<file path="src/design/ssro_defs.vh">
// Purpose: shared constants for the serial output / data-ready block
// Assumes: 50 MHz mclk, 16-bit configuration word, 12-bit result
// Notes:   definitions only, no logic
`ifndef SSRO_DEFS_VH
`define SSRO_DEFS_VH

////////////////////////////////////////////////////////////////////////////////
// configuration word layout
`define SSRO_CFG_W          16
`define SSRO_CFG_RESET      16'h058B
`define SSRO_START_BIT      15
`define SSRO_MUX_HI         14
`define SSRO_MUX_LO         12
`define SSRO_PGA_HI         11
`define SSRO_PGA_LO         9
`define SSRO_MODE_BIT       8
`define SSRO_DR_HI          7
`define SSRO_DR_LO          5
`define SSRO_TS_BIT         4
`define SSRO_PU_BIT         3
`define SSRO_WQ_HI          2
`define SSRO_WQ_LO          1
`define SSRO_WQ_WRITE       2'h1

////////////////////////////////////////////////////////////////////////////////
// input multiplexer selections
`define SSRO_MUX_A0_GND     3'h0
`define SSRO_MUX_A1_GND     3'h1
`define SSRO_MUX_A2_GND     3'h2
`define SSRO_MUX_A3_GND     3'h3
`define SSRO_MUX_A0_A3      3'h4
`define SSRO_MUX_A1_A3      3'h5
`define SSRO_MUX_A2_A3      3'h6
`define SSRO_MUX_A0_A1      3'h7

////////////////////////////////////////////////////////////////////////////////
// serial frame and timing
`define SSRO_RESULT_W       12
`define SSRO_FRAME_BITS     32
`define SSRO_LAST_RX_BIT    6'h0F
`define SSRO_BITCNT_MAX     6'h3F
`define SSRO_TIMEOUT_MS     28
`define SSRO_CLK_KHZ        50000
// 28 ms at 50 MHz, sized to the counter so no bits are dropped
`define SSRO_TIMEOUT_CYCLES 21'd1400000
`define SSRO_TO_W           21

`endif

</file>
<file path="src/design/ssro_edge.v">
// Purpose: rise and fall detection of a level already synchronous to mclk
// Assumes: input sampled directly, no metastability hazard
// Notes:   pulses are combinational from the stored previous level
`timescale 1ns/100ps

module ssro_edge
(
	// clock and reset
	input  wire mclk,
	input  wire reset,
	input  wire rst_level,
	// level and edges
	input  wire level,
	output wire rise,
	output wire fall
);

reg prev_q;

always @(posedge mclk)
begin
	if (reset)
		prev_q <= rst_level;
	else
		prev_q <= level;
end

assign rise = level & ~prev_q;
assign fall = ~level & prev_q;

endmodule

</file>
<file path="src/design/ssro_timeout.v">
// Purpose: counts cycles of a held condition and flags when the limit passes
// Assumes: run drops whenever the watched condition ends
// Notes:   limit is a parameter so simulation can shorten it
`timescale 1ns/100ps
`include "ssro_defs.vh"

module ssro_timeout
#(
	parameter [`SSRO_TO_W-1:0] LIMIT = `SSRO_TIMEOUT_CYCLES
)
(
	// clock and reset
	input  wire mclk,
	input  wire reset,
	// control
	input  wire run,
	output reg  expired_q
);

reg [`SSRO_TO_W-1:0] cnt_q;

always @(posedge mclk)
begin
	if (reset)
	begin
		cnt_q     <= {`SSRO_TO_W{1'b0}};
		expired_q <= 1'b0;
	end
	else if (!run)
	begin
		cnt_q     <= {`SSRO_TO_W{1'b0}};
		expired_q <= 1'b0;
	end
	else
	begin
		// one pulse only, on the cycle the hold count reaches the limit
		if (cnt_q != LIMIT)
			cnt_q <= cnt_q + {{(`SSRO_TO_W-1){1'b0}}, 1'b1};
		expired_q <= (cnt_q == LIMIT - {{(`SSRO_TO_W-1){1'b0}}, 1'b1});
	end
end

endmodule

</file>
<file path="src/design/ssro_top.v">
// Purpose: shared-bus serial output with data-ready, readback protection and config
// Assumes: sclk, cs_n and din are synchronous to mclk and much slower than it
// Notes:   output pin is three signals; the testbench resolves the wire
//
// What this block does
// - answers only while its own chip select is low; bus lines are shared.
// - chip select high drives nothing but enables the weak pullup by default.
// - pullup enable cleared leaves the pin fully high impedance when deselected.
// - no ready indication appears on the pin while chip select is high.
// - on chip select falling the pin is driven at once, no clock needed.
// - waiting unread result drives the pin low and is ready to shift.
// - no new result drives the pin high and returns the last read result.
// - readout never corrupted; shifted word is a private copy.
// - result finishing mid-transfer waits for the next chip select assertion.
// - temperature sensor select at 1 converts the internal sensor.
// - multiplexer offers each analog input against ground, chosen by config.
// - multiplexer offers inputs 0, 1, 2 each against analog input 3.
// - mode 1: clock idles low, launch on rising, sample on falling.
// - config updates only when the write qualifier field equals 01.
// - clock low longer than 28 ms abandons the transfer.
`timescale 1ns/100ps
`include "ssro_defs.vh"

module ssro_top
#(
	parameter [`SSRO_TO_W-1:0] TIMEOUT_CYCLES = `SSRO_TIMEOUT_CYCLES
)
(
	// clock and reset
	input  wire                      mclk,
	input  wire                      reset,
	// serial bus
	input  wire                      sclk,
	input  wire                      cs_n,
	input  wire                      din,
	output wire                      serial_out_with_ready_o,
	output wire                      serial_out_with_ready_oe,
	output wire                      serial_out_with_ready_pu,
	// converter side
	input  wire [`SSRO_RESULT_W-1:0] conv_result,
	input  wire                      conv_done,
	// configuration outputs
	output wire                      temp_sensor_select,
	output wire [1:0]                mux_pos_sel,
	output wire [1:0]                mux_neg_sel,
	output wire                      mux_neg_gnd,
	output wire [2:0]                pga_sel,
	output wire                      single_shot_mode,
	output wire [2:0]                data_rate_sel,
	output wire                      start_request,
	// status
	output wire                      new_data_pending,
	output wire                      frame_timeout
);

////////////////////////////////////////////////////////////////////////////////
// states

localparam [3:0] ST_IDLE = 4'h1;
localparam [3:0] ST_WAIT = 4'h2;
localparam [3:0] ST_XFER = 4'h4;
localparam [3:0] ST_DEAD = 4'h8;

localparam [`SSRO_CFG_W-1:0] CFG_RST = `SSRO_CFG_RESET;

////////////////////////////////////////////////////////////////////////////////
// multiplexer decode: {neg is ground, positive input, negative input}

function [4:0] mux_decode;
	input [2:0] code;
	begin
		case (code)
			`SSRO_MUX_A0_GND: mux_decode = {1'b1, 2'h0, 2'h0};
			`SSRO_MUX_A1_GND: mux_decode = {1'b1, 2'h1, 2'h0};
			`SSRO_MUX_A2_GND: mux_decode = {1'b1, 2'h2, 2'h0};
			`SSRO_MUX_A3_GND: mux_decode = {1'b1, 2'h3, 2'h0};
			`SSRO_MUX_A0_A3:  mux_decode = {1'b0, 2'h0, 2'h3};
			`SSRO_MUX_A1_A3:  mux_decode = {1'b0, 2'h1, 2'h3};
			`SSRO_MUX_A2_A3:  mux_decode = {1'b0, 2'h2, 2'h3};
			default:          mux_decode = {1'b0, 2'h0, 2'h1};
		endcase
	end
endfunction

////////////////////////////////////////////////////////////////////////////////
// registers

reg  [3:0]                      state_q;
reg  [`SSRO_CFG_W-1:0]          cfg_q;
reg  [`SSRO_RESULT_W-1:0]       hold_q;
reg  [`SSRO_RESULT_W-1:0]       last_q;
reg                             new_q;
reg                             frame_new_q;
reg  [`SSRO_FRAME_BITS-1:0]     tx_q;
reg  [`SSRO_CFG_W-2:0]          rx_q;
reg  [5:0]                      bitcnt_q;
reg                             pin_q;
reg                             oe_q;
reg                             pu_q;
reg  [4:0]                      mux_q;
reg                             start_q;
reg                             timeout_q;

wire                            sclk_rise;
wire                            sclk_fall;
wire                            cs_rise;
wire                            cs_fall;
wire                            to_expired;
wire                            read_take;
wire                            to_run;
wire [`SSRO_CFG_W-1:0]          rx_word;

////////////////////////////////////////////////////////////////////////////////
// edges and timeout

ssro_edge u_sclk_edge
(
	.mclk      (mclk),
	.reset     (reset),
	.rst_level (1'b0),
	.level     (sclk),
	.rise      (sclk_rise),
	.fall      (sclk_fall)
);

ssro_edge u_cs_edge
(
	.mclk      (mclk),
	.reset     (reset),
	.rst_level (1'b1),
	.level     (cs_n),
	.rise      (cs_rise),
	.fall      (cs_fall)
);

assign to_run = (state_q == ST_XFER) & ~sclk & ~cs_n;

ssro_timeout #(.LIMIT (TIMEOUT_CYCLES)) u_timeout
(
	.mclk      (mclk),
	.reset     (reset),
	.run       (to_run),
	.expired_q (to_expired)
);

assign read_take = (state_q == ST_WAIT) & ~cs_n & sclk_rise & frame_new_q;

assign rx_word = {rx_q, din};

////////////////////////////////////////////////////////////////////////////////
// result capture and new-data flag

always @(posedge mclk)
begin
	if (reset)
	begin
		hold_q <= {`SSRO_RESULT_W{1'b0}};
		last_q <= {`SSRO_RESULT_W{1'b0}};
		new_q  <= 1'b0;
	end
	else
	begin
		if (conv_done)
			hold_q <= conv_result;
		// set wins over the read so a fresh result is never dropped
		new_q <= conv_done | (new_q & ~read_take);
		if (read_take)
			last_q <= tx_q[`SSRO_FRAME_BITS-1 -: `SSRO_RESULT_W];
	end
end

////////////////////////////////////////////////////////////////////////////////
// frame state machine

always @(posedge mclk)
begin
	if (reset)
	begin
		state_q     <= ST_IDLE;
		cfg_q       <= `SSRO_CFG_RESET;
		frame_new_q <= 1'b0;
		tx_q        <= {`SSRO_FRAME_BITS{1'b0}};
		rx_q        <= {(`SSRO_CFG_W-1){1'b0}};
		bitcnt_q    <= 6'h00;
		pin_q       <= 1'b1;
		oe_q        <= 1'b0;
		pu_q        <= 1'b1;
		start_q     <= 1'b0;
		timeout_q   <= 1'b0;
	end
	else
	begin
		start_q   <= 1'b0;
		timeout_q <= 1'b0;
		if (cs_n)
		begin
			state_q <= ST_IDLE;
			oe_q    <= 1'b0;
			pu_q    <= cfg_q[`SSRO_PU_BIT];
			pin_q   <= 1'b1;
		end
		else
		begin
			case (state_q)
				ST_IDLE:
				begin
					if (cs_fall)
					begin
						oe_q        <= 1'b1;
						pu_q        <= 1'b0;
						state_q     <= ST_WAIT;
						bitcnt_q    <= 6'h00;
						frame_new_q <= new_q;
						pin_q       <= ~new_q;
						tx_q        <= {(new_q ? hold_q : last_q), 4'h0, cfg_q};
					end
				end
				ST_WAIT:
				begin
					if (sclk_rise)
					begin
						pin_q   <= tx_q[`SSRO_FRAME_BITS-1];
						tx_q    <= {tx_q[`SSRO_FRAME_BITS-2:0], 1'b0};
						state_q <= ST_XFER;
					end
					else if (conv_done)
					begin
						// ready falls before any clock
						// a later result before the first clock replaces the older one, so the newest is read
						frame_new_q <= 1'b1;
						pin_q       <= 1'b0;
						tx_q        <= {conv_result, 4'h0, cfg_q};
					end
				end
				ST_XFER:
				begin
					// no reload here; new results wait
					if (to_expired)
					begin
						state_q   <= ST_DEAD;
						timeout_q <= 1'b1;
						pin_q     <= 1'b1;
					end
					else
					begin
						if (sclk_rise)
						begin
							pin_q <= tx_q[`SSRO_FRAME_BITS-1];
							tx_q  <= {tx_q[`SSRO_FRAME_BITS-2:0], 1'b0};
						end
						if (sclk_fall)
						begin
							rx_q <= rx_word[`SSRO_CFG_W-2:0];
							if (bitcnt_q != `SSRO_BITCNT_MAX)
								bitcnt_q <= bitcnt_q + 6'h01;
							if (bitcnt_q == `SSRO_LAST_RX_BIT &&
								rx_word[`SSRO_WQ_HI:`SSRO_WQ_LO] == `SSRO_WQ_WRITE)
							begin
								cfg_q   <= rx_word;
								start_q <= rx_word[`SSRO_START_BIT];
							end
						end
					end
				end
				ST_DEAD:
				begin
					// abandoned frame stays quiet until deselect
					pin_q <= 1'b1;
				end
				default:
				begin
					state_q <= ST_IDLE;
				end
			endcase
		end
	end
end

////////////////////////////////////////////////////////////////////////////////
// configuration outputs

always @(posedge mclk)
begin
	if (reset)
		mux_q <= mux_decode(CFG_RST[`SSRO_MUX_HI:`SSRO_MUX_LO]);
	else
		// input choice; common point on ground for codes 0 to 3, on input 3 for codes 4 to 6
		mux_q <= mux_decode(cfg_q[`SSRO_MUX_HI:`SSRO_MUX_LO]);
end

assign serial_out_with_ready_o  = pin_q;
assign serial_out_with_ready_oe = oe_q;
assign serial_out_with_ready_pu = pu_q;
assign temp_sensor_select       = cfg_q[`SSRO_TS_BIT];
assign mux_neg_gnd              = mux_q[4];
assign mux_pos_sel              = mux_q[3:2];
assign mux_neg_sel              = mux_q[1:0];
assign pga_sel                  = cfg_q[`SSRO_PGA_HI:`SSRO_PGA_LO];
assign single_shot_mode         = cfg_q[`SSRO_MODE_BIT];
assign data_rate_sel            = cfg_q[`SSRO_DR_HI:`SSRO_DR_LO];
assign start_request            = start_q;
assign new_data_pending         = new_q;
assign frame_timeout            = timeout_q;

endmodule

</file>
<file path="config.mk">
export PLATFORM = sky130hd
export DESIGN_NAME = ssro_top
export DESIGN_NICKNAME = d
export VERILOG_FILES = /design/src/design/ssro_edge.v /design/src/design/ssro_timeout.v /design/src/design/ssro_top.v
export VERILOG_INCLUDE_DIRS = /design/src /design/src/design
export SDC_FILE = /design/constraint.sdc
export NUM_CORES = 1
export LEC_CHECK = 0
export BUFFER_PORTS_ARGS = -buffer_cell sky130_fd_sc_hd__buf_2
export CORE_ASPECT_RATIO = 0.8
export CORE_MARGIN = 1
export CORE_UTILIZATION = 35
export DETAILED_ROUTE_END_ITERATION = 10
export PLACE_DENSITY = 0.62
export SYNTH_ARGS = -nofsm -noshare
export SYNTH_HDL_FRONTEND = slang
export SYNTH_SLANG_ARGS = --single-unit
export TNS_END_PERCENT = 20
</file>
<file path="constraint.sdc">
create_clock -name mclk -period 2.05 [get_ports mclk]
set_clock_uncertainty 0.15 [all_clocks]
set_input_delay 0.41 -clock mclk [delete_from_list [all_inputs] [get_ports mclk]]
set_output_delay 0.41 -clock mclk [all_outputs]
set_load 0.01 [all_outputs]
</file>
[After elaboration in Yosys (flattened, before gate mapping)]
Index checks and enable logic that the tools add are counted.
Word-level totals
  word-level logic and storage cells: 120
  output and inout bits: 19
  flip-flop bits (word level): 133
  input bits: 18
Operators by class
  bitwise operators: 21
  add/subtract/negate cells: 2
  equal/unequal tests: 26
  reductions and logical operators: 21
  mux-type cells: 31
Operators with widths (count)
  $mux W32: 5
  $pmux W32 S3: 1
  $pmux W5 S7: 1
  $mux W6: 4
  $add A21 B1 Y21 const B: 1
  $eq A21 B21 Y1 const B: 1
  $ne A21 B21 Y1 const B: 1
  $pmux W4 S4: 1
  $ne A2 B2 Y1 const B: 7
  $mux W1: 12
  $mux W12: 1
  $mux W4: 3
  $pmux W6 S2: 1
  $reduce_and A4 Y1: 3
  $reduce_and A6 Y1: 2
  $not A1 Y1: 11
  $reduce_and A5 Y1: 2
  $and A1 B1 Y1: 9
  $eq A3 B3 Y1 const B: 3
  $reduce_bool A2 Y1: 4
  $add A6 B1 Y6 const B: 1
  $eq A3 B2 Y1 const B: 2
  $eq A6 B4 Y1 const B: 1
  $ne A6 B6 Y1 const B: 1
  20 further kinds: 23

[Logic depth before layout (Yosys ltp)]
Gate-level depths: netlist of the first run.
  word-level depth: 7
  mapped depth: 8
  depth with buffers taken out: 5

[Hierarchy]
From an unflattened synthesis of the first run, not the netlist that was laid out.
Unflattened totals
  cells, all modules: 669
  area, all modules: 5994.5 µm²
Modules (own cells, without submodules)
  ssro_top: times used 1, area each 4855.9 µm², sequential area each 2182.1 µm², cells an instance 541
  ssro_timeout: times used 1, area each 1043.5 µm², sequential area each 440.4 µm², cells an instance 120
  ssro_edge: times used 2, area each 47.5 µm², sequential area each 20.0 µm², cells an instance 4

[Least setup slack after synthesis of the first run]
Ideal clock, no wire load.
  kind: register -> register
  from: register state_q[2]
  to: register rx_q[10]
  period minus slack after synthesis: 2061 ps
  setup slack: -11 ps
  setup time: 132 ps
  arrival: 1779 ps
  path buffers: 4
  data required time: 1768 ps
  stages on the path, launching flop included: 9
  path through: dfxtp_1 buf_4 or4b_1 buf_2 or3_1 buf_2 buf_2 nand2_1 a21oi_1
Between the ends
  cells in the longest elaborated chain, start to end: 2
Ends and longest elaborated chain
  from (decl): line ssro_top.v:88  | reg [3:0] state_q;
  from (signal assigned): line ssro_top.v:179  | state_q <= ST_IDLE;
  from (signal assigned): line ssro_top.v:197  | state_q <= ST_IDLE;
  from (signal assigned): line ssro_top.v:211  | state_q <= ST_WAIT;
  $eq A4 B3 Y1: line ssro_top.v:204  | case (state_q)
  $reduce_and A4 Y1 (no line)
  to (signal assigned): line ssro_top.v:183  | rx_q <= {(`SSRO_CFG_W-1){1'b0}};
  to (signal assigned): line ssro_top.v:253  | rx_q <= rx_word[`SSRO_CFG_W-2:0];
  to (decl): line ssro_top.v:95  | reg [`SSRO_CFG_W-2:0] rx_q;
Every way passes these cells.
A chain may end at the register's enable or synchronous reset.

[Final worst setup path of the first run]
  from: register state_q[1]
  to: register pin_q, in the netlist serial_out_with_ready_o
Between the ends
  cells in the longest elaborated chain, start to end: 3
  elaborated cells between the ends (all ways): 10
  those cells by class: eq/ne: 7; mux: 1; reduce/logical: 2
Ends and longest elaborated chain
  $eq A4 B3 Y1 (tied with other cells): line ssro_top.v:204
  $ne A3 B2 Y1 (no line) (tied with other cells)
  $reduce_and A4 Y1 (no line)
  to (signal assigned): line ssro_top.v:214  | pin_q <= ~new_q;
  to (signal assigned): line ssro_top.v:222  | pin_q <= tx_q[`SSRO_FRAME_BITS-1];
  to (signal assigned): line ssro_top.v:248  | pin_q <= tx_q[`SSRO_FRAME_BITS-1];
  to (decl): line ssro_top.v:97  | reg pin_q;
Several ways; a longest one is shown, not always the timed one.

==> flow_summary.ini, run 1 <==
[status]
status = completed

[drt]
route.detailed.drc = 0
vias = 5257
post_drt_wl_per_cell_um = 15.5
drt_pass1_iterations = 5
via_per_inst = 5.50
routed_wl_um = 14800
ant_nets = 0
drt_iter0_drc = 361

[global_routing]
grt_pass1_vias = 5017
grt_pass1_wl_um = 24600
antenna_found_initial = 1
grt_use_total = 0.172
grt_max_degree = 65
overflow = 0

[clocking]
tritoncts = done
clock_sinks = 133
path_clk_slew_ns = 0.06
clk_latency_ns = 0.42
clk_path_buf_depth = 2
cts_buffers = 17
clock-root-buffer = clkbuf_16
postCtsHoldBufs = 0
htree_levels = 4

[worst_setup_path]
max_stage_delay_ns = 0.54
cp.arrival_ns = 2.21
r2r-end = serial_out_with_ready_o$_SDFFE_PP1P_
rrSetupSlack_ns = 0.04
cp-start-kind = register
ff2ff_path_depth = 5
crit_chain = buf_4 > or4b_4 > or3_1 > a32oi_1 > mux2i_1
path_class = register to register
crit_fanout = 14
required_ns = 2.24
cp_slowest_cell = or4b_4
rr_startpoint = state_q[1]$_SDFFE_PP0P_
cp-end-kind = register

[pwr]
switching_share = 0.247
power.internal_w = 0.00454
comb_power_share = 0.062
p_per_area_nw_per_um2 = 816
peakVddDrop_mv = 0.516
pwr-share-seq = 0.445
total_power_w = 0.00602
switchingPower_w = 0.00149
p_leak_nw = 2.76
pwr-share-clk = 0.493

[layout]
drive_gt1_frac = 0.219
nNetsFinal = 742
area_growth_pct = 22.6
fin_area_um2 = 7380
regArea_um2 = 2670
multi_input_area_um2 = 3130
fillers = 1566

[flow_run]
cap_violations = 0

[place]
post-dp-hpwl_um = 9910
place_area_um2 = 6690
io_buffers = 36
gp_routability_congestion = 0.790

[min_path]
holdCritPathClass = input pin to register
min_from = conv_result[7]
hold_end = hold_q[7]$_SDFFE_PP0P_
hold_depth = 3

[logic_synthesis]
synth-seq-area-share = 0.442
yosys_warnings = 0
synthCells = 666
synthArstFlopShare = 0
synth_area_per_cell_um2 = 9.04
synth_edf_count = 0
ys_seq_elements = 133
synth_area_um2 = 6020
synth_nets = 687
synth.distinct_cells = 65
ys.flop_type = dfxtp_1

[sta]
holdWs_ns = 0.104
max_freq_mhz = 497
worstMarginPinSlew_ns = 0.658
period_minus_slack_ns = 2.01
final_hold_viol_count = 0
fin_crit_sh = 0.982
rsz0062_at_grt = yes
report.final.slew_viol_count = 0
fin_setup_tns_ns = 0
relSlewSlack = 0.562
finalSetupViolCount = 0

[die]
core_region_area_um2 = 16700
initial_core_util = 0.361
die_h_um = 119
die_area_um2 = 17700
rows = 42
io-pin-count = 37
die_w_um = 149
==> Yosys cell counts (11+ instances only) <==
cell type / number / area [um^2]
a211oi_1: 16 / 120
nand2_1: 59 / 221
inv_1: 11 / 41.3
nand3_1: 38 / 190
o211ai_1: 28 / 210
a22o_1: 13 / 114
a31oi_1: 19 / 119
mux2i_1: 53 / 531
dfxtp_1: 133 / 2660
clkbuf_1: 30 / 113
nor2_1: 40 / 150
a21oi_1: 45 / 225
buf_2: 19 / 95.1
o21ai_0: 22 / 110
==> power by group through the flow <==
stage	Combinational, W	Sequential, W	Clock [W]
2_1_floorplan	0.000230	0.00272	0
4_1_cts	0.000366	0.00268	0.00302
6_report	0.000373	0.00268	0.00297
5_1_grt	0.000404	0.00268	0.00317
3_3_place_gp	0.000349	0.00273	0
3_5_place_dp	0.000361	0.00273	0
==> how the worst max path moves through the flow <==
| stage | start | end | slack (ns) | cells after the start |
|---|---|---|---|---|
| floorplan | state_q[2]$_SDFFE_PP0P_ | rx_q[10]$_SDFFE_PP0P_ | 0.004 | 8 |
| global placement | sclk | tx_q[19]$_SDFFE_PP0P_ | -0.09 | 7 |
| detailed placement | sclk | tx_q[16]$_SDFFE_PP0P_ | -0.16 | 7 |
| CTS | u_timeout.cnt_q[1]$_SDFFE_PP0P_ | u_timeout.cnt_q[20]$_SDFFE_PP0P_ | 0.006 | 5 |
| global route | state_q[1]$_SDFFE_PP0P_ | serial_out_with_ready_o$_SDFFE_PP1P_ | -0.05 | 5 |
| finish | state_q[1]$_SDFFE_PP0P_ | serial_out_with_ready_o$_SDFFE_PP1P_ | 0.04 | 5 |
==> stage by stage <==
stage | cells | setup WS (ns) | util
4_1_cts | 951 | 0.00635 | 0.438
5_1_grt | 954 | -0.0523 | 0.443
3_5_place_dp | 919 | -0.164 | 0.401
3_3_place_gp | 919 | -0.0880 | 0.401
6_report | 955 | 0.0365 | 0.443
2_1_floorplan | 666 | 0.00393 | -
==> cell type report <==
class | count | area share
Antenna cell | 1 | 0.000339
Clock buffer | 18 | 0.0595
Clock inverter | 14 | 0.0192
Inverter | 11 | 0.00560
Multi-Input combinational cell | 464 | 0.424
Sequential cell | 133 | 0.362
Tap cell | 220 | 0.0373
Timing Repair Buffer | 94 | 0.0923
==> layout by cell type (no fill, tap or decap), types with 19 or more instances in the layout <==
master	count
o21ai_0	21
nor2_1	39
nand2_1	59
dfxtp_1	129
nand3_1	37
buf_2	36
mux2i_1	53
buf_4	51
o211ai_1	28
a31oi_1	19
a21oi_1	45
==> sequential cells by signal (all words and copies together), names as in the netlist, 4 cells and up <==
signal           cells
tx_q                32
state_q              4
u_timeout.cnt_q     21
rx_q                15
mux_q                5
bitcnt_q             6
hold_q              12
last_q              12
cfg_q               16
==> critical path: cells and delay by family (launching register included) <==
| kind | cells | cell delay (ns) |
|---|---|---|
| compound gates | 1 | 0.20 |
| buf+inv | 1 | 0.19 |
| flops | 1 | 0.31 |
| mux | 1 | 0.19 |
| simple gates | 2 | 0.91 |
==> what timing repair did <==
| action | CTS | global route |
|---|---|---|
| hold endpoints to repair | 0 | 0 |
| resized for setup | 4 | 18 |
| endpoints found under the setup margin | 49 | 70 |
| buffers inserted | 0 | 1 |
| gates cloned | 0 | 2 |
| pin swaps | 2 | 11 |
==> layer usage <==
layer / vias to the layer above / global-route usage / part of all wire
met3: 20 / 0.0483 / 0.045
met1: 2553 / 0.231 / 0.48
met5: - / 0 / 0
met4: 0 / 0.0496 / 0.014
li1: 2578 / - / -
met2: 106 / 0.266 / 0.46
==> cells by family (layout without fill, tap and decap cells) <==
kind of cell,after synthesis,after routing,synth area share
AOI/OAI and AO/OA,178,178,0.200
and+or+nand+nor,218,220,0.195
buffers and inverters,71,137,0.0534
muxes,53,53,0.0881
xor gates and xnor gates,10,10,0.0146
adders and majority gates,3,3,0.00624
other,0,1,0
DFF,133,133,0.442
No activity file was read; power rests on OpenSTA's default activity.
==> run 2, diff against run 1 <==
--- a/config.mk
+++ b/config.mk
@@ -7,6 +7,7 @@
 export NUM_CORES = 1
 export LEC_CHECK = 0
 export BUFFER_PORTS_ARGS = -buffer_cell sky130_fd_sc_hd__buf_2
+export CAP_MARGIN = 20
 export CORE_ASPECT_RATIO = 0.8
 export CORE_MARGIN = 1
 export CORE_UTILIZATION = 35
==> constraint.sdc (replaced) <==
create_clock -name mclk -period 2.05 [get_ports mclk]
set_clock_uncertainty 0.15 [all_clocks]
set_input_delay 0.205 -clock mclk [delete_from_list [all_inputs] [get_ports mclk]]
set_output_delay 0.205 -clock mclk [all_outputs]
set_load 0.01 [all_outputs]
==> flow_summary.ini, run 2 (synthesized netlist as in run 1, its figures left out) <==
[status]
status = finished, violations left
violations = setup timing

[clocking]
cts_buffers = 17
clk_latency_ns = 0.43
tritoncts = done
htree_levels = 4
path_clk_slew_ns = 0.06
clock-root-buffer = clkbuf_16
clock_sinks = 133
clk_path_buf_depth = 2

[layout]
area_growth_pct = 24.2
final_common_cell = dfxtp_1
nNetsFinal = 753
largest-register = tx_q
largest_reg_flops = 32
largestRegisters = tx_q x32, u_timeout.cnt_q x21, cfg_q x16
regArea_um2 = 2670
fillers = 1579
layout_common_cells = dfxtp_1 (131), nand2_1 (59), mux2i_1 (53)
finish.utilization = 0.449
multi_input_area_um2 = 3120
drive_gt1_frac = 0.209

[worst_setup_path]
cp.arrival_ns = 2.20
rrSetupSlack_ns = -0.002
required_ns = 2.20
crit_fanout = 6
path_class = register to register
cp-start-kind = register
cp-end-kind = register

[global_routing]
met3_usage = 0.0536
grtUsageMet1 = 0.228
grt_pass1_wl_um = 24800
grt_max_degree = 42
grt_pass1_vias = 5084
grt_use_total = 0.176
overflow = 0
antenna_found_initial = 1
globalRoute.busiestLayer = met2
grt_util_met2 = 0.277

[place]
gp_routability_congestion = 0.795
post-dp-hpwl_um = 10000
io_buffers = 36

[die]
die_w_um = 149
die_h_um = 119
io-pin-count = 37
die_area_um2 = 17700
rows = 42
core_region_area_um2 = 16700
initial_core_util = 0.361

[flow_run]
cap_violations = 0

[sta]
finalSetupViolCount = 3
max_freq_mhz = 487
holdWs_ns = 0.0443
worstMarginPinSlew_ns = 0.589
setup_slack_ns = -0.00184
fin_crit_sh = 1.00
final_hold_viol_count = 0
fin_setup_tns_ns = -0.00350
relSlewSlack = 0.605
period_minus_slack_ns = 2.05
rsz0062_at_grt = yes
report.final.slew_viol_count = 0

[drt]
drt_pass1_iterations = 4
ant_nets = 0
post_drt_wl_per_cell_um = 15.3
route.detailed.drc = 0
routed_wl_um = 14700
via_per_inst = 5.42
vias = 5233
drt_iter0_drc = 360

[pwr]
p_leak_nw = 2.80
p_per_area_nw_per_um2 = 789
peakVddDrop_mv = 0.646

[min_path]
holdCritPathClass = input pin to register
run 2: changes by cell type in the layout (fill, tap and decap cells not counted), sizes merged:
cell | before | now
or3 | 10 | 8
buf | 94 | 92
bufinv | 1 | 0
dlygate4sd3 | 0 | 15
inv | 18 | 17
clkinv | 3 | 6
clkinvlp | 3 | 2
run 2: final cells by class:
cell class / count / area share
multi-input cells: 462 / 0.418
flip-flops and latches: 133 / 0.357
repair buffers: 107 / 0.109
clock buffers: 18 / 0.0588
well taps: 220 / 0.0368
clock inverters: 14 / 0.0154
inverters: 11 / 0.00552
diodes: 1 / 0.000335
run 2: power breakdown:
group          total, W  internal, W  switching (W)
Combinational  0.000400     0.000180       0.000220
Clock           0.00282      0.00160        0.00122
Sequential      0.00268      0.00264      0.0000358
Total           0.00590      0.00442        0.00148
run 2: metal layers:
layer / share of wire / routed length, um / vias up
li1: - / - / 2591
met1: 0.49 / 7190 / 2534
met2: 0.46 / 6830 / 98
met3: 0.039 / 568 / 10
met4: 0.010 / 147 / 0
met5: 0 / 0 / -
run 2: what timing repair did:
| item | CTS | global route |
|---|---|---|
| endpoints found under the hold margin | 20 | 0 |
| hold buffers | 15 | 0 |
| gates resized for setup | 6 | 22 |
| pin swaps | 2 | 5 |
| endpoints found under the setup margin | 87 | 57 |
| setup buffers | 0 | 3 |
run 2: final timing paths:
path	to	from	depth (start not counted)
max	bitcnt_q[4]$_SDFFE_PP0P_	state_q[1]$_SDFFE_PP0P_	5
min	u_sclk_edge.prev_q$_SDFF_PP0_	reset	3
max reg2reg	bitcnt_q[4]$_SDFFE_PP0P_	state_q[1]$_SDFFE_PP0P_	5
min reg2reg	cfg_q[1]$_SDFFE_PP1P_	cfg_q[1]$_SDFFE_PP1P_	1
run 2: stage by stage:
step                setup slack, ns  total power, W  instance area (um^2)  std cells
detailed placement           -0.211         0.00310                  6660        915
finish                     -0.00184         0.00590                  7470        966
floorplan                   0.00393         0.00295                  6050        666
global route                -0.0796         0.00613                  7470        965
global placement             -0.125         0.00308                  6660        915
CTS                         0.00654         0.00595                  7390        962
run 2: critical path, cell delays in order (launching register included):
cell and delay [ns]:
dfxtp_1 0.31, or4b_4 0.59, buf_6 0.15, a311o_1 0.37, a21oi_4 0.25, o211ai_1 0.11
==> run 3, diff against run 2 <==
--- a/config.mk
+++ b/config.mk
@@ -11,6 +11,7 @@
 export CORE_ASPECT_RATIO = 0.8
 export CORE_MARGIN = 1
 export CORE_UTILIZATION = 35
+export CTS_BUF_LIST = sky130_fd_sc_hd__clkbuf_8
 export DETAILED_ROUTE_END_ITERATION = 10
 export PLACE_DENSITY = 0.62
 export SYNTH_ARGS = -nofsm -noshare
==> flow_summary.ini, run 3 (synthesized netlist as in run 1, its figures left out) <==
[status]
status = completed

[die]
die_h_um = 119
io-pin-count = 37
die_area_um2 = 17700
rows = 42
core_region_area_um2 = 16700
initial_core_util = 0.361
die_w_um = 149

[worst_setup_path]
cp-end-kind = register
ff2ff_path_depth = 4
crit_chain = or4b_4 > or3_4 > o21ai_1 > nand3_1
rrSetupSlack_ns = 0.03
cp.buffers_inverters = 0
r2r-end = cfg_q[10]$_SDFFE_PP1P_
cp.arrival_ns = 2.17
crit_fanout = 29
max_stage_delay_ns = 0.54
cp_top_family = simple AND/OR/NAND/NOR gates
required_ns = 2.21
path_class = register to register
cp_slowest_cell = or3_4
rr_startpoint = state_q[2]$_SDFFE_PP0P_
cp-start-kind = register

[place]
io_buffers = 36
place_area_um2 = 6660
dpl_worst_slack_ns = -0.211
gp_routability_congestion = 0.795
post-dp-hpwl_um = 10000

[pwr]
p_leak_nw = 2.72
peakVddDrop_mv = 0.550
p_per_area_nw_per_um2 = 697

[sta]
final_hold_viol_count = 0
relSlewSlack = 0.658
fin_crit_sh = 0.984
rsz0062_at_grt = yes
max_freq_mhz = 496
report.final.slew_viol_count = 0
period_minus_slack_ns = 2.02
setup_slack_ns = 0.0333
holdWs_ns = 0.0459
fin_setup_tns_ns = 0
worstMarginPinSlew_ns = 0.512
finalSetupViolCount = 0

[layout]
largest_reg_flops = 32
final_common_cell = dfxtp_1
largestRegisters = tx_q x32, u_timeout.cnt_q x21, cfg_q x16
drive_gt1_frac = 0.208
area_growth_pct = 21.2
fin_area_um2 = 7290
layout_common_cells = dfxtp_1 (131), nand2_1 (59), mux2i_1 (53)
nNetsFinal = 754
fillers = 1590
largest-register = tx_q

[drt]
route.detailed.drc = 0
drt_pass1_iterations = 4
via_per_inst = 5.40
vias = 5218
drt_iter0_drc = 374
routed_wl_um = 14700
post_drt_wl_per_cell_um = 15.2
ant_nets = 0

[flow_run]
cap_violations = 0

[clocking]
tritoncts = done
clk_latency_ns = 0.45
path_clk_slew_ns = 0.09
cts_buffers = 17
clock-root-buffer = clkbuf_8
clk_path_buf_depth = 2
htree_levels = 4
clock_sinks = 133

[global_routing]
antenna_found_initial = 1
grt_pass1_wl_um = 24600
grt_max_degree = 42
overflow = 0
grt_use_total = 0.172
grt_pass1_vias = 5081

[min_path]
holdCritPathClass = input pin to register
hold_end = frame_new_q$_SDFFE_PP0P_
hold_depth = 3
min_from = reset
[run 3: what timing repair did]
action | CTS | global route
setup endpoints to repair | 87 | 55
setup buffers | 0 | 3
resized for setup | 6 | 20
hold endpoints to repair | 27 | 0
pin swaps | 2 | 3
hold buffers | 16 | 0
[run 3: cell type report]
class / instances / area (um^2) / share of cell area
diodes: 1 / 2.50 / 0.000343
clock buffers: 18 / 248 / 0.0340
clock inverters: 14 / 115 / 0.0158
inverters: 11 / 41.3 / 0.00566
multi-input cells: 462 / 3110 / 0.426
flip-flops and latches: 133 / 2670 / 0.366
well taps: 220 / 275 / 0.0377
repair buffers: 108 / 835 / 0.114
[run 3: where the power goes]
part           internal [W]  switching (W)  leakage (nW)
registers           0.00264      0.0000354          1.08
clock network      0.000896        0.00111         0.183
logic              0.000180       0.000220          1.45
[run 3: worst register-to-register path, delay by kind of cell, from the launching register on]
kind | cells | cell delay, ns
flops | 1 | 0.39
simple gates | 3 | 1.16
compound gates | 1 | 0.19
[run 3: stage by stage]
| step | instances | util | total power, W |
|---|---|---|---|
| after floorplan | 666 | - | 0.00295 |
| after global placement | 915 | 0.400 | 0.00308 |
| after detailed placement | 915 | 0.400 | 0.00310 |
| after CTS | 963 | 0.432 | 0.00512 |
| after global routing | 966 | 0.438 | 0.00529 |
| final | 967 | 0.438 | 0.00508 |
[run 3: how the worst max path moves through the flow]
| stage | slack (ns) | from | depth (start not counted) | endpoint |
|---|---|---|---|---|
| after floorplan | 0.004 | state_q[2]$_SDFFE_PP0P_ | 8 | rx_q[10]$_SDFFE_PP0P_ |
| after global placement | -0.13 | state_q[2]$_SDFFE_PP0P_ | 4 | cfg_q[4]$_SDFFE_PP0P_ |
| after detailed placement | -0.21 | state_q[2]$_SDFFE_PP0P_ | 5 | bitcnt_q[4]$_SDFFE_PP0P_ |
| after CTS | 0.01 | state_q[2]$_SDFFE_PP0P_ | 5 | bitcnt_q[4]$_SDFFE_PP0P_ |
| after global routing | -0.04 | state_q[2]$_SDFFE_PP0P_ | 5 | bitcnt_q[4]$_SDFFE_PP0P_ |
| final | 0.03 | state_q[2]$_SDFFE_PP0P_ | 4 | cfg_q[10]$_SDFFE_PP1P_ |
[run 3: per-layer routing]
layer | routed length [um] | up-vias | global-route usage
li1 | - | 2587 | -
met1 | 7170 | 2519 | 0.229
met2 | 6750 | 95 | 0.273
met3 | 585 | 17 | 0.0444
met4 | 153 | 0 | 0.0509
met5 | 0 | - | 0
